## src/rtl/smpc_pkg.sv

```systemverilog
// Constants, register map and state encoding of the stop-mode power controller.
// Assumes a 100 MHz system clock and a 32-bit Avalon-MM register port.
package smpc_pkg;
	localparam int unsigned ADDR_W = 4;
	localparam logic [3:0] OFF_CTRL = 4'h0;
	localparam logic [3:0] OFF_STATUS = 4'h4;
	localparam logic [3:0] OFF_IRQ_STAT = 4'h8;
	localparam logic [3:0] OFF_IRQ_MASK = 4'hc;
	localparam int unsigned CTRL_W = 10;
	localparam int unsigned B_STOP_EN = 0;
	localparam int unsigned B_DEEP_SEL = 1;
	localparam int unsigned B_MON_EN = 2;
	localparam int unsigned B_MON_STOP_EN = 3;
	localparam int unsigned B_DBG_EN = 4;
	localparam int unsigned B_MON_RST_SEL = 5;
	localparam int unsigned B_OSC_SHALLOW = 6;
	localparam int unsigned B_CONV_ASYNC = 7;
	localparam int unsigned B_TIMER_STOP = 8;
	localparam int unsigned B_RELEASE_ACK = 9;
	localparam logic [9:0] CTRL_RST = 10'h000;
	localparam int unsigned IRQ_W = 3;
	localparam int unsigned I_LOW_SUPPLY = 0;
	localparam int unsigned I_STOP_ENTER = 1;
	localparam int unsigned I_DEEP_WAKE = 2;
	localparam logic [2:0] IRQ_RST = 3'h0;
	localparam logic [15:0] DP_LO = 16'h0000;
	localparam logic [15:0] DP_HI = 16'h005f;
	localparam logic [15:0] HP_LO = 16'h1800;
	localparam logic [15:0] HP_HI = 16'h184f;
	localparam logic [15:0] NV_LO = 16'hffb0;
	localparam logic [15:0] NV_HI = 16'hffbf;
	localparam logic [15:0] UV_LO = 16'hffc0;
	localparam logic [15:0] UV_HI = 16'hffcf;
	typedef enum logic [3:0] {
		ST_RUN = 4'h1,
		ST_SHALLOW = 4'h2,
		ST_DEEP = 4'h4,
		ST_RESTORE = 4'h8
	} smpc_state_t;
endpackage : smpc_pkg

```

## src/rtl/smpc_top.sv

```systemverilog
// Stop-mode power controller: picks deep or shallow stop and gates clocks and power.
// Assumes a synchronous stop strobe from the core and Avalon-MM register access.
//
// Implementation choices: the placing of the registers and the Avalon-MM slave port.
`timescale 1ns/10ps
`default_nettype none
module smpc_top
	import smpc_pkg::*;
(
	input wire logic ref_clk,
	input wire logic rst_n,
	input wire logic [smpc_pkg::ADDR_W-1:0] avs_address,
	input wire logic avs_read,
	input wire logic avs_write,
	input wire logic [31:0] avs_writedata,
	input wire logic [3:0] avs_byteenable,
	output logic [31:0] avs_readdata,
	output logic avs_waitrequest,
	input wire logic stop_exec,
	input wire logic wake_irq,
	input wire logic wake_pin,
	input wire logic supply_low,
	input wire logic [15:0] cpu_addr,
	output logic periph_clk_en,
	output logic debug_clk_en,
	output logic osc_en,
	output logic regulator_active,
	output logic conv_en,
	output logic wake_timer_en,
	output logic core_power_on,
	output logic core_standby,
	output logic pin_hold,
	output logic cpu_resume,
	output logic illegal_op_rst,
	output logic supply_rst,
	output logic deep_wake_rst,
	output logic dp_sel,
	output logic hp_sel,
	output logic nv_sel,
	output logic user_vec_sel,
	output logic irq
);
	import smpc_pkg::*;

	typedef struct packed {
		smpc_state_t st;
		logic [CTRL_W-1:0] ctrl;
		logic dbg;
		logic wake_flag;
		logic hold;
		logic low_prev;
		logic [IRQ_W-1:0] ist;
		logic [IRQ_W-1:0] imask;
		logic ack;
		logic [31:0] rdata;
		logic clk_p;
		logic dclk;
		logic osc;
		logic reg_on;
		logic conv;
		logic tmr;
		logic pwr;
		logic stby;
		logic pins;
		logic resume;
		logic ill_rst;
		logic sup_rst;
		logic dw_rst;
		logic dp;
		logic hp;
		logic nv;
		logic uv;
	} smpc_regs_t;

	smpc_regs_t r_q;
	smpc_regs_t r_d;
	logic [1:0] rst_sync_q;
	logic srst_n;

	// Reset is released through two flops so every flop of r_q leaves reset on the same edge.
	always_ff @(posedge ref_clk or negedge rst_n)
	begin
		if (!rst_n)
			rst_sync_q <= 2'h0;
		else
			rst_sync_q <= {rst_sync_q[0], 1'b1};
	end
	assign srst_n = rst_sync_q[1];

	logic access;
	logic wr_now;
	logic mon_stop;
	logic low_event;
	logic go_deep;
	logic [31:0] wmask;
	assign access = avs_read | avs_write;
	// The first cycle of each access is a wait state so read data can come from a flop.
	assign avs_waitrequest = access & ~r_q.ack;
	assign wr_now = avs_write & r_q.ack;
	assign wmask = {{8{avs_byteenable[3]}}, {8{avs_byteenable[2]}},
		{8{avs_byteenable[1]}}, {8{avs_byteenable[0]}}};
	assign mon_stop = r_q.ctrl[B_MON_EN] & r_q.ctrl[B_MON_STOP_EN];
	// The detector only watches in stop when enabled for it; in run it needs only its enable.
	assign low_event = supply_low & ~r_q.low_prev & r_q.ctrl[B_MON_EN]
		& (r_q.st == ST_RUN || r_q.st == ST_RESTORE || mon_stop);
	// Either override demotes a deep stop request to shallow stop.
	assign go_deep = r_q.ctrl[B_DEEP_SEL] & ~mon_stop & ~r_q.ctrl[B_DBG_EN];

	always_comb
	begin
		logic [31:0] ctrl_w;
		logic stopped;
		ctrl_w = 32'h0;
		stopped = 1'b0;
		r_d = r_q;
		r_d.ack = access & ~r_q.ack;
		r_d.low_prev = supply_low;
		r_d.resume = 1'b0;
		r_d.ill_rst = 1'b0;
		r_d.sup_rst = 1'b0;
		r_d.dw_rst = 1'b0;
		if (wr_now)
		begin
			case (avs_address)
				OFF_CTRL:
				begin
					ctrl_w = (32'(r_q.ctrl) & ~wmask) | (avs_writedata & wmask);
					r_d.ctrl = ctrl_w[CTRL_W-1:0];
					r_d.ctrl[B_RELEASE_ACK] = 1'b0;
					if (ctrl_w[B_RELEASE_ACK])
					begin
						r_d.wake_flag = 1'b0;
						r_d.hold = 1'b0;
					end
				end
				OFF_IRQ_STAT: r_d.ist = r_q.ist & ~(avs_writedata[IRQ_W-1:0] & wmask[IRQ_W-1:0]);
				OFF_IRQ_MASK: r_d.imask = (r_q.imask & ~wmask[IRQ_W-1:0])
					| (avs_writedata[IRQ_W-1:0] & wmask[IRQ_W-1:0]);
				default: r_d.imask = r_q.imask;
			endcase
		end
		if (low_event)
		begin
			if (r_q.ctrl[B_MON_RST_SEL])
				r_d.sup_rst = 1'b1;
			else
				r_d.ist[I_LOW_SUPPLY] = 1'b1;
		end
		case (r_q.st)
			ST_RUN:
			begin
				if (stop_exec)
				begin
					if (!r_q.ctrl[B_STOP_EN])
						r_d.ill_rst = 1'b1;
					else
					begin
						r_d.dbg = r_q.ctrl[B_DBG_EN];
						r_d.st = go_deep ? ST_DEEP : ST_SHALLOW;
						r_d.ist[I_STOP_ENTER] = 1'b1;
					end
				end
			end
			ST_SHALLOW:
			begin
				if (wake_irq || (low_event && !r_q.ctrl[B_MON_RST_SEL]))
					r_d.st = ST_RESTORE;
				else if (low_event)
					r_d.st = ST_RUN;
			end
			ST_DEEP:
			begin
				if (wake_pin)
				begin
					r_d.st = ST_RUN;
					r_d.wake_flag = 1'b1;
					r_d.hold = 1'b1;
					r_d.dw_rst = 1'b1;
					r_d.ist[I_DEEP_WAKE] = 1'b1;
				end
			end
			ST_RESTORE:
			begin
				r_d.st = ST_RUN;
				r_d.resume = 1'b1;
			end
			default: r_d.st = ST_RUN;
		endcase
		stopped = (r_d.st == ST_SHALLOW) || (r_d.st == ST_DEEP);
		r_d.clk_p = ~stopped;
		r_d.dclk = ~stopped | (r_d.dbg & (r_d.st == ST_SHALLOW));
		r_d.osc = ~stopped | ((r_d.st == ST_SHALLOW) & (r_d.dbg | r_q.ctrl[B_OSC_SHALLOW]));
		r_d.reg_on = ~stopped | r_d.dbg | mon_stop;
		r_d.conv = ~stopped | ((r_d.st == ST_SHALLOW) & r_q.ctrl[B_CONV_ASYNC]
			& r_q.ctrl[B_MON_EN]);
		r_d.tmr = ~stopped | r_q.ctrl[B_TIMER_STOP];
		r_d.pwr = (r_d.st != ST_DEEP);
		r_d.stby = (r_d.st == ST_SHALLOW);
		r_d.pins = stopped | r_d.hold;
		r_d.dp = (cpu_addr >= DP_LO) && (cpu_addr <= DP_HI);
		r_d.hp = (cpu_addr >= HP_LO) && (cpu_addr <= HP_HI);
		r_d.nv = (cpu_addr >= NV_LO) && (cpu_addr <= NV_HI);
		r_d.uv = (cpu_addr >= UV_LO) && (cpu_addr <= UV_HI);
		r_d.rdata = r_q.rdata;
		if (avs_read && !r_q.ack)
		begin
			case (avs_address)
				OFF_CTRL: r_d.rdata = 32'(r_q.ctrl);
				OFF_STATUS: r_d.rdata = {24'h0, r_q.st, r_q.dbg, r_q.hold, r_q.wake_flag, go_deep};
				OFF_IRQ_STAT: r_d.rdata = 32'(r_q.ist);
				OFF_IRQ_MASK: r_d.rdata = 32'(r_q.imask);
				default: r_d.rdata = 32'h0;
			endcase
		end
	end

	always_ff @(posedge ref_clk or negedge srst_n)
	begin
		if (!srst_n)
		begin
			r_q <= '0;
			r_q.st <= ST_RUN;
			r_q.ctrl <= CTRL_RST;
			r_q.ist <= IRQ_RST;
			r_q.imask <= IRQ_RST;
			r_q.clk_p <= 1'b1;
			r_q.dclk <= 1'b1;
			r_q.osc <= 1'b1;
			r_q.reg_on <= 1'b1;
			r_q.conv <= 1'b1;
			r_q.tmr <= 1'b1;
			r_q.pwr <= 1'b1;
		end
		else
			r_q <= r_d;
	end

	assign avs_readdata = r_q.rdata;
	assign periph_clk_en = r_q.clk_p;
	assign debug_clk_en = r_q.dclk;
	assign osc_en = r_q.osc;
	assign regulator_active = r_q.reg_on;
	assign conv_en = r_q.conv;
	assign wake_timer_en = r_q.tmr;
	assign core_power_on = r_q.pwr;
	assign core_standby = r_q.stby;
	assign pin_hold = r_q.pins;
	assign cpu_resume = r_q.resume;
	assign illegal_op_rst = r_q.ill_rst;
	assign supply_rst = r_q.sup_rst;
	assign deep_wake_rst = r_q.dw_rst;
	assign dp_sel = r_q.dp;
	assign hp_sel = r_q.hp;
	assign nv_sel = r_q.nv;
	assign user_vec_sel = r_q.uv;
	// A level output keeps the line high until software clears every unmasked source.
	assign irq = |(r_q.ist & r_q.imask);
endmodule : smpc_top
`default_nettype wire

```

## config.mk

```make
export PLATFORM = sky130hd
export DESIGN_NAME = smpc_top
export DESIGN_NICKNAME = d
export VERILOG_FILES = /design/src/rtl/smpc_pkg.sv /design/src/rtl/smpc_top.sv
export SDC_FILE = /design/constraint.sdc
export NUM_CORES = 1
export LEC_CHECK = 0
export ABC_AREA = 1
export BUFFER_PORTS_ARGS = -buffer_cell sky130_fd_sc_hd__buf_4
export CORE_MARGIN = 3
export CORE_UTILIZATION = 47
export DETAILED_ROUTE_END_ITERATION = 6
export MAX_ROUTING_LAYER = met4
export PLACE_DENSITY = 0.81
export RECOVER_POWER = 100
export SETUP_SLACK_MARGIN = 0.3
export SLEW_MARGIN = 10
export SYNTH_ARGS = -nofsm -noshare
export SYNTH_HDL_FRONTEND = slang
export SYNTH_SLANG_ARGS = --single-unit
```

## constraint.sdc

```tcl
create_clock -name ref_clk -period 2.3 [get_ports ref_clk]
set_clock_uncertainty 0.1 [all_clocks]
set_input_delay 0.23 -clock ref_clk [delete_from_list [all_inputs] [get_ports ref_clk]]
set_output_delay 0.23 -clock ref_clk [all_outputs]
set_load 0.02 [all_outputs]
```

## Word-level counts from Yosys, hierarchy flattened

Index checks and enable logic that the tools add are counted.

| word-level totals | value |
|---|---|
| register bits after elaboration | 75 |
| input bits | 64 |
| output and inout port bits | 51 |

| operators by class | value |
|---|---|
| magnitude comparators | 8 |
| equal/unequal tests | 10 |
| muxes and demuxes | 34 |
| bitwise logic cells | 37 |
| reductions and logical operators | 16 |

Operators with widths:

| operator | count |
|---|---|
| $pmux W9 S4 | 1 |
| $ge A16 B16 Y1 const B | 2 |
| $le A16 B16 Y1 const B | 2 |
| $mux W4 | 5 |
| $mux W1 | 18 |
| $ge A16 B1 Y1 const B | 1 |
| $ge A16 B13 Y1 const B | 1 |
| $le A16 B13 Y1 const B | 1 |
| $le A16 B7 Y1 const B | 1 |
| $and A1 B1 Y1 | 12 |
| $and A3 B3 Y3 | 4 |
| $eq A4 B3 Y1 const B | 3 |
| $eq A4 B4 Y1 const B | 3 |
| $pmux W4 S3 | 1 |
| $and A10 B10 Y10 | 1 |
| $and A9 B10 Y10 | 1 |
| $mux W2 | 5 |
| $not A10 Y10 | 1 |
| $or A10 B10 Y10 | 1 |
| $mux W3 | 3 |
| $or A1 B1 Y1 | 9 |
| $eq A4 B2 Y1 const B | 2 |
| $logic_and A1 B1 Y1 | 6 |
| $mux W6 | 1 |
| other kinds (10) | 20 |

## Logic depth before layout (Yosys ltp)

Gate-level depths: netlist of run 1.

| logic depth | value |
|---|---|
| depth in word-level cells | 13 |
| gate-level depth with buffers | 9 |
| mapped depth without buffers | 9 |

## Worst setup path before layout of run 1

No wires, ideal clock.

| timing path | value |
|---|---|
| path kind | reg2reg |
| start point | reg r_q[70] in the netlist's numbering |
| end point | reg r_q, in the netlist debug_clk_en |
| arrival time | 1157 ps |
| path slack | 967 ps |
| cell stages (with the launch flop) | 10 |
| clock period less this slack | 1333 ps |
| path through | dfstp_2 inv_1 nor2_2 nand2_2 nand3_2 nand2_2 nand2_4 nand2_2 nand2_1 nand2_1 |

RTL lines:

| item | line | text |
|---|---|---|
| start, declared | smpc_top.sv:75 | `smpc_regs_t r_q;` |
| start signal, assigned | smpc_top.sv:235 | `r_q <= r_d;` |

==> out/qor.csv, run 1 <==
metric;value;unit
synth_area;2532;um^2
cts_sinks;52;
cp_slowest_stage_delay;0.54;ns
drtIter0Drc;184;
drtAntennaViolNets;0;
grt_pass1_wl;8.273;mm
cp-end-kind;flip-flop;
start_util;0.4896;
worstSetupPathType;reg2reg;
clk_latency;0.30;ns
fin_crit_sh;0.7445;
core;5172;um^2
diodes;0;
powerDensity;856.5;nW/um^2
seq_area_frac_synth;0.5178;
rows;26;
critPathTopFamily;simple AND/OR/NAND/NOR gates;
switching_share;0.3397;
antenna_found_initial;0;
avgRoutedWirePerCell;11.81;um
setup_violations;0;
cts-resized-gates;0;
power.share.clock;0.243;
hold_class;in2reg;
area_growth;15.07;%
crit_required;2.44;ns
cp_max_fo;5;
pre_cts_slack;0.5756;ns
num_vias;1984;
cts_hold_buf;3;
timing.final.max_slew_violations;0;
critPathSlowestCell;dfstp_1;
fmax;584.0;MHz
internal-power;1648;uW
reg2reg_setup_slack;0.59;ns
synth_cells;298;
drive_gt1_frac;0.1464;
die_y;79.41;um
slew_headroom;0.3971;
syn_area_per_cell;8.498;um^2
viasPerCell;4.593;
grt_max_degree;45;
drt_pre_antenna_iters;4;
die_w;79.41;um
maxCapViolations;0;
cts-htree-levels;2;
hpwl;4.003;mm
cts_tree;built;
place_congestion;0.8701;
dieArea;6305;um^2
critPathMostFrequentCell;nand2_1;
io_pins;115;
outcome;completed;
p_leak;0.001520;uW
hold_path_depth;3;
crit_cells;9;
path_cells;inv_1 > nor2_1 > nand2_1 > nand3_1 > nand2_1 > nand2_1 > nand2_2 > nand2_1 > nand2_1;
worst_pin_slew;0.9010;ns
post-route-drc-count;0;
seqPwrFrac;0.490;
fin_hold_ws;0.03905;ns
placement.io_buffers;63;
grt_pass1_vias;1857;
finalPower;2496;uW
grt_use_total;0.1725;
synth_warnings;0;
synth_seq_cells;52;
cts-root-buf;clkbuf_8;
cts.clk_slew.worst_paths;0.09;ns
finalHoldViolations;0;
tns;0;ns
power_frac_comb;0.267;
p_switching;847.9;uW
cp_data_arrival_time;1.85;ns
ir_drop;0.0003267;V
reg2regPathDepth;9;
final_nets;425;
grt_setup_unrepaired;no;
cts_max_path_buffers;2;
cp_num_buf_inv;1;
synth.distinct_cells;26;
wirelength;5.101;mm
min_period;1.712;ns
crit_path_start_kind;flip-flop;
numCtsBuffers;5;
cts_setup_buffers;0;
setup_ws;0.5876;ns
overflow;0;
## worst min-delay path, cell delays in order
cell and delay [ns]:
buf_4 0.08, nand2_1 0.04, o21ai_0 0.06
## per-layer routing
metal / share of wire / track usage / up-vias
li1: - / - / 1001
met1: 0.42 / 0.2124 / 910
met2: 0.49 / 0.2845 / 69
met3: 0.083 / 0.05418 / 4
met4: 0.0065 / 0.03093 / 0
met5: 0 / - / -
## cell usage in the layout, fill, tap and decap left out, types with 2 or more instances in the layout
cell type / instances
inv_1: 39
nand2_1: 84
nand3_1: 17
nand4_1: 2
nor2_1: 22
dfstp_2: 7
dlygate4sd3_1: 3
a21oi_1: 4
nor2_2: 2
buf_4: 32
clkbuf_1: 34
o21ai_0: 22
clkbuf_8: 5
o22ai_1: 5
nor3_1: 6
conb_1: 24
dfrtp_1: 43
## cells by family (layout without fill, tap and decap cells)
family | count (synthesis) | count (layout) | share of synthesized area
other | 2 | 24 | 0.002966
and+or+nand+nor | 138 | 138 | 0.2470
DFF | 52 | 52 | 0.5178
buffers and inverters | 73 | 115 | 0.1576
AOI/OAI and AO/OA | 33 | 33 | 0.07461
## power by group through the flow
stage | Clock [uW] | Combinational [uW] | Sequential, uW
finish | 606 | 667 | 1220
global route | 670 | 749 | 1240
CTS | 619 | 776 | 1230
detailed placement | 0 | 768 | 1240
global placement | 0 | 746 | 1240
floorplan | 0 | 466 | 1300
## synthesized netlist by cell type, drive strengths merged
| master | instances | area share |
|---|---|---|
| o31ai | 1 | 0.0030 |
| nand3 | 19 | 0.046 |
| o2111ai | 1 | 0.0035 |
| inv | 39 | 0.058 |
| nand4 | 2 | 0.0049 |
| conb | 2 | 0.0030 |
| buf | 34 | 0.10 |
| dfrtp | 44 | 0.43 |
| nor3b | 1 | 0.0074 |
| o21ai | 22 | 0.043 |
| nand2 | 85 | 0.13 |
| dfstp | 8 | 0.083 |
| nor3 | 6 | 0.012 |
| nand3b | 1 | 0.0030 |
| nor2 | 24 | 0.042 |
| a21oi | 4 | 0.012 |
| o22ai | 5 | 0.012 |
## area by class of cell
cell class,instances,area [um^2]
Fill cell,499,2258
Tap cell,70,87.58
Timing Repair Buffer,68,394.1
Multi-Input combinational cell,195,865.8
Clock inverter,2,35.03
Clock buffer,6,72.57
Inverter,39,146.4
Sequential cell,52,1313
## through the flow
step / util / area (um^2) / instances
detailed placement: 0.5682 / 2939 / 421
floorplan: - / 2615 / 320
CTS: 0.5948 / 3077 / 432
global route: 0.5634 / 2914 / 432
global placement: 0.5682 / 2939 / 421
finish: 0.5634 / 2914 / 432
## final timing paths
path / start / to
min: avs_writedata[5] / flip-flop
min reg2reg: rst_sync_q[0] / rst_sync_q[1]
max reg2reg: r_q[70] / osc_en
min in group asynchronous: rst_n / rst_sync_q[0]
max in group asynchronous: rst_sync_q[1] / user_vec_sel
max: r_q[70] / osc_en
Note: power is estimated with default switching activity, not from simulation.
==> run 2, diff against run 1 <==
--- a/config.mk
+++ b/config.mk
@@ -8,10 +8,10 @@
 export ABC_AREA = 1
 export BUFFER_PORTS_ARGS = -buffer_cell sky130_fd_sc_hd__buf_4
 export CORE_MARGIN = 3
-export CORE_UTILIZATION = 47
+export CORE_UTILIZATION = 42
 export DETAILED_ROUTE_END_ITERATION = 6
 export MAX_ROUTING_LAYER = met4
-export PLACE_DENSITY = 0.81
+export PLACE_DENSITY = 0.77
 export RECOVER_POWER = 100
 export SETUP_SLACK_MARGIN = 0.3
 export SLEW_MARGIN = 10
==> constraint.sdc (replaced) <==
create_clock -name ref_clk -period 1.57 [get_ports ref_clk]
set_clock_uncertainty 0.1 [all_clocks]
set_input_delay 0.157 -clock ref_clk [delete_from_list [all_inputs] [get_ports ref_clk]]
set_output_delay 0.157 -clock ref_clk [all_outputs]
set_load 0.02 [all_outputs]
==> run 2 against run 1 <==
  * Via count increased by 11%
  * Clock-buffer cell count down 1
  * Combinational power is 120% higher
  * Utilization up 3.1 points
  * Final cell count is 7.4% higher
  * Worst hold slack worse by 0.039 ns
  * Setup slack worse by 0.52 ns
  * First-iteration DRC count decreased by 8.2%
  * Register-to-register slack lost 0.52 ns
  * Sequential cell count did not move
  * Power is 76% higher
  * Final area increased by 16%
  * Largest cell class unchanged
  * Largest power group unchanged
  * Highest routed layer unchanged
==> out/qor.csv, run 2 (synthesis gave the netlist of run 1 again) <==
metric;value;unit;change
slew_headroom;0.5530;;was 0.3971
reg2regPathDepth;8;;was 9
setup_violations;0;;unchanged
whs_endpoint;dp_sel;;
cts_tree;built;;unchanged
final_nets;455;;was 425
tns;0;ns;unchanged
core;5675;um^2;was 5172 um^2
area_growth;33.30;%;was 15.07%
hpwl;4.192;mm;was 4.003 mm
outcome;completed;;unchanged
cts_max_path_buffers;2;;unchanged
maxCapViolations;0;;unchanged
hold_class;in2reg;;unchanged
start_util;0.4462;;was 0.4896
crit_path_start_kind;flip-flop;;unchanged
die_w;83.65;um;was 79.41 um
cp_max_fo;6;;was 5
dieArea;6997;um^2;was 6305 um^2
cts_sinks;52;;unchanged
final_common_cell;nand2_1;;unchanged
viasPerCell;4.731;;was 4.593
grt_max_degree;51;;was 45
n_fill_cell;504;;was 499
grt_pass1_vias;2094;;was 1,857
finalInstanceArea;3376;um^2;was 2914 um^2
drtAntennaViolNets;0;;unchanged
placement.io_buffers;63;;unchanged
powerDensity;1299;nW/um^2;was 856.5 nW/um^2
worstSetupPathType;reg2reg;;unchanged
drtIter0Drc;169;;was 184
cp_data_arrival_time;1.66;ns;was 1.85 ns
min_period;1.500;ns;was 1.712 ns
clk_latency;0.31;ns;was 0.30 ns
worst_pin_slew;0.6704;ns;was 0.9010 ns
overflow;0;;unchanged
cts-root-buf;clkbuf_8;;unchanged
die_y;83.65;um;was 79.41 um
post_dp_cell_area;2977;um^2;was 2939 um^2
ir_drop;0.0006535;V;was 0.0003267 V
cts-htree-levels;2;;unchanged
fin_hold_ws;0.00001643;ns;was 0.03905 ns
reg2reg_setup_slack;0.07;ns;was 0.59 ns
worstReg2RegStart;r_q[70];;unchanged
io_pins;115;;unchanged
place_congestion;0.8881;;was 0.8701
fin_crit_sh;0.9554;;was 0.7445
antenna_found_initial;0;;unchanged
r2r-end;regulator_active;;was osc_en
layout_common_cells;nand2_1, buf_4, dfrtp_1;;was nand2_1, dfrtp_1, inv_1
finalPower;4384;uW;was 2496 uW
grt_use_total;0.1708;;was 0.1725
cp-end-kind;flip-flop;;unchanged
grt_pass1_wl;9.501;mm;was 8.273 mm
drt_pre_antenna_iters;4;;unchanged
diodes;0;;unchanged
rows;27;;was 26
finalHoldViolations;0;;unchanged
final_core_util;0.5948;;was 0.5634
drive_gt1_frac;0.2653;;was 0.1464
hold_start;cpu_addr[5];;was avs_writedata[5]
avgRoutedWirePerCell;13.01;um;was 11.81 um
fmax;666.7;MHz;was 584.0 MHz
wirelength;6.036;mm;was 5.101 mm
hold_path_depth;4;;was 3
post-route-drc-count;0;;unchanged
num_vias;2195;;was 1,984
cts.clk_slew.worst_paths;0.10;ns;was 0.09 ns
crit_required;1.73;ns;was 2.44 ns
numCtsBuffers;5;;unchanged
p_leak;0.001709;uW;was 0.001520 uW
grt_setup_unrepaired;yes;;was no
timing.final.max_slew_violations;0;;unchanged
==> run 2: cell types whose count changed in the layout (fill, tap and decap cells not counted), sizes merged <==
cell         previous run  this run
clkbuf                 39        40
dlygate4sd3             3        14
bufinv                  1         2
buf                    32        49
clkinv                  1         0
inv                    39        40
==> run 2: layer usage <==
metal  track usage  part of all wire  wire, um
met2        0.2762              0.49      2978
met3       0.04047             0.073       439
met5             -                 0         0
met1        0.2147              0.42      2553
met4       0.04825             0.011        65
==> run 2: through the flow <==
step,setup WS [ns],cells
floorplan,0.2489,320
global placement,0.1112,426
detailed placement,0.09416,426
CTS,0.1462,455
global route,-0.007520,464
finish,0.06998,464
==> run 2: what timing repair did <==
item | in CTS | in global routing
hold endpoints to repair | 15 | 0
buffers inserted | 7 | 9
hold buffers | 14 | 0
endpoints found under the setup margin | 20 | 33
resized for setup | 10 | 28
pin swaps | 9 | 8
==> run 2: worst max-delay path by stage <==
stage / startpoint / end / slack, ns
after floorplan: r_q[70] / debug_clk_en / 0.25
final: r_q[70] / regulator_active / 0.07
after global routing: r_q[70] / regulator_active / -0.008
after CTS: r_q[70] / regulator_active / 0.15
after global placement: r_q[70] / debug_clk_en / 0.11
after detailed placement: r_q[70] / conv_en / 0.09
==> run 2: power breakdown <==
| group | switching, uW | internal, uW |
|---|---|---|
| clock | 453 | 641 |
| sequential | 160 | 1640 |
| combinational | 904 | 586 |
==> run 2: layout make-up <==
type	count	area [um^2]	share of cell area
Tap cell	72	90.09	0.02669
Multi-Input combinational cell	195	1025	0.3036
Clock inverter	3	68.82	0.02039
Sequential cell	52	1314	0.3892
Clock buffer	5	68.82	0.02039
Timing Repair Buffer	98	663.1	0.1964
Inverter	39	146.4	0.04337
==> run 2: critical path, cell delays in order (launching register included) <==
cell,delay (ns)
dfstp_1,0.57
inv_2,0.07
nor2_4,0.15
nand2_4,0.09
nand3_4,0.09
nand2_4,0.07
nand2_4,0.11
nand3_4,0.13
nand2_2,0.09
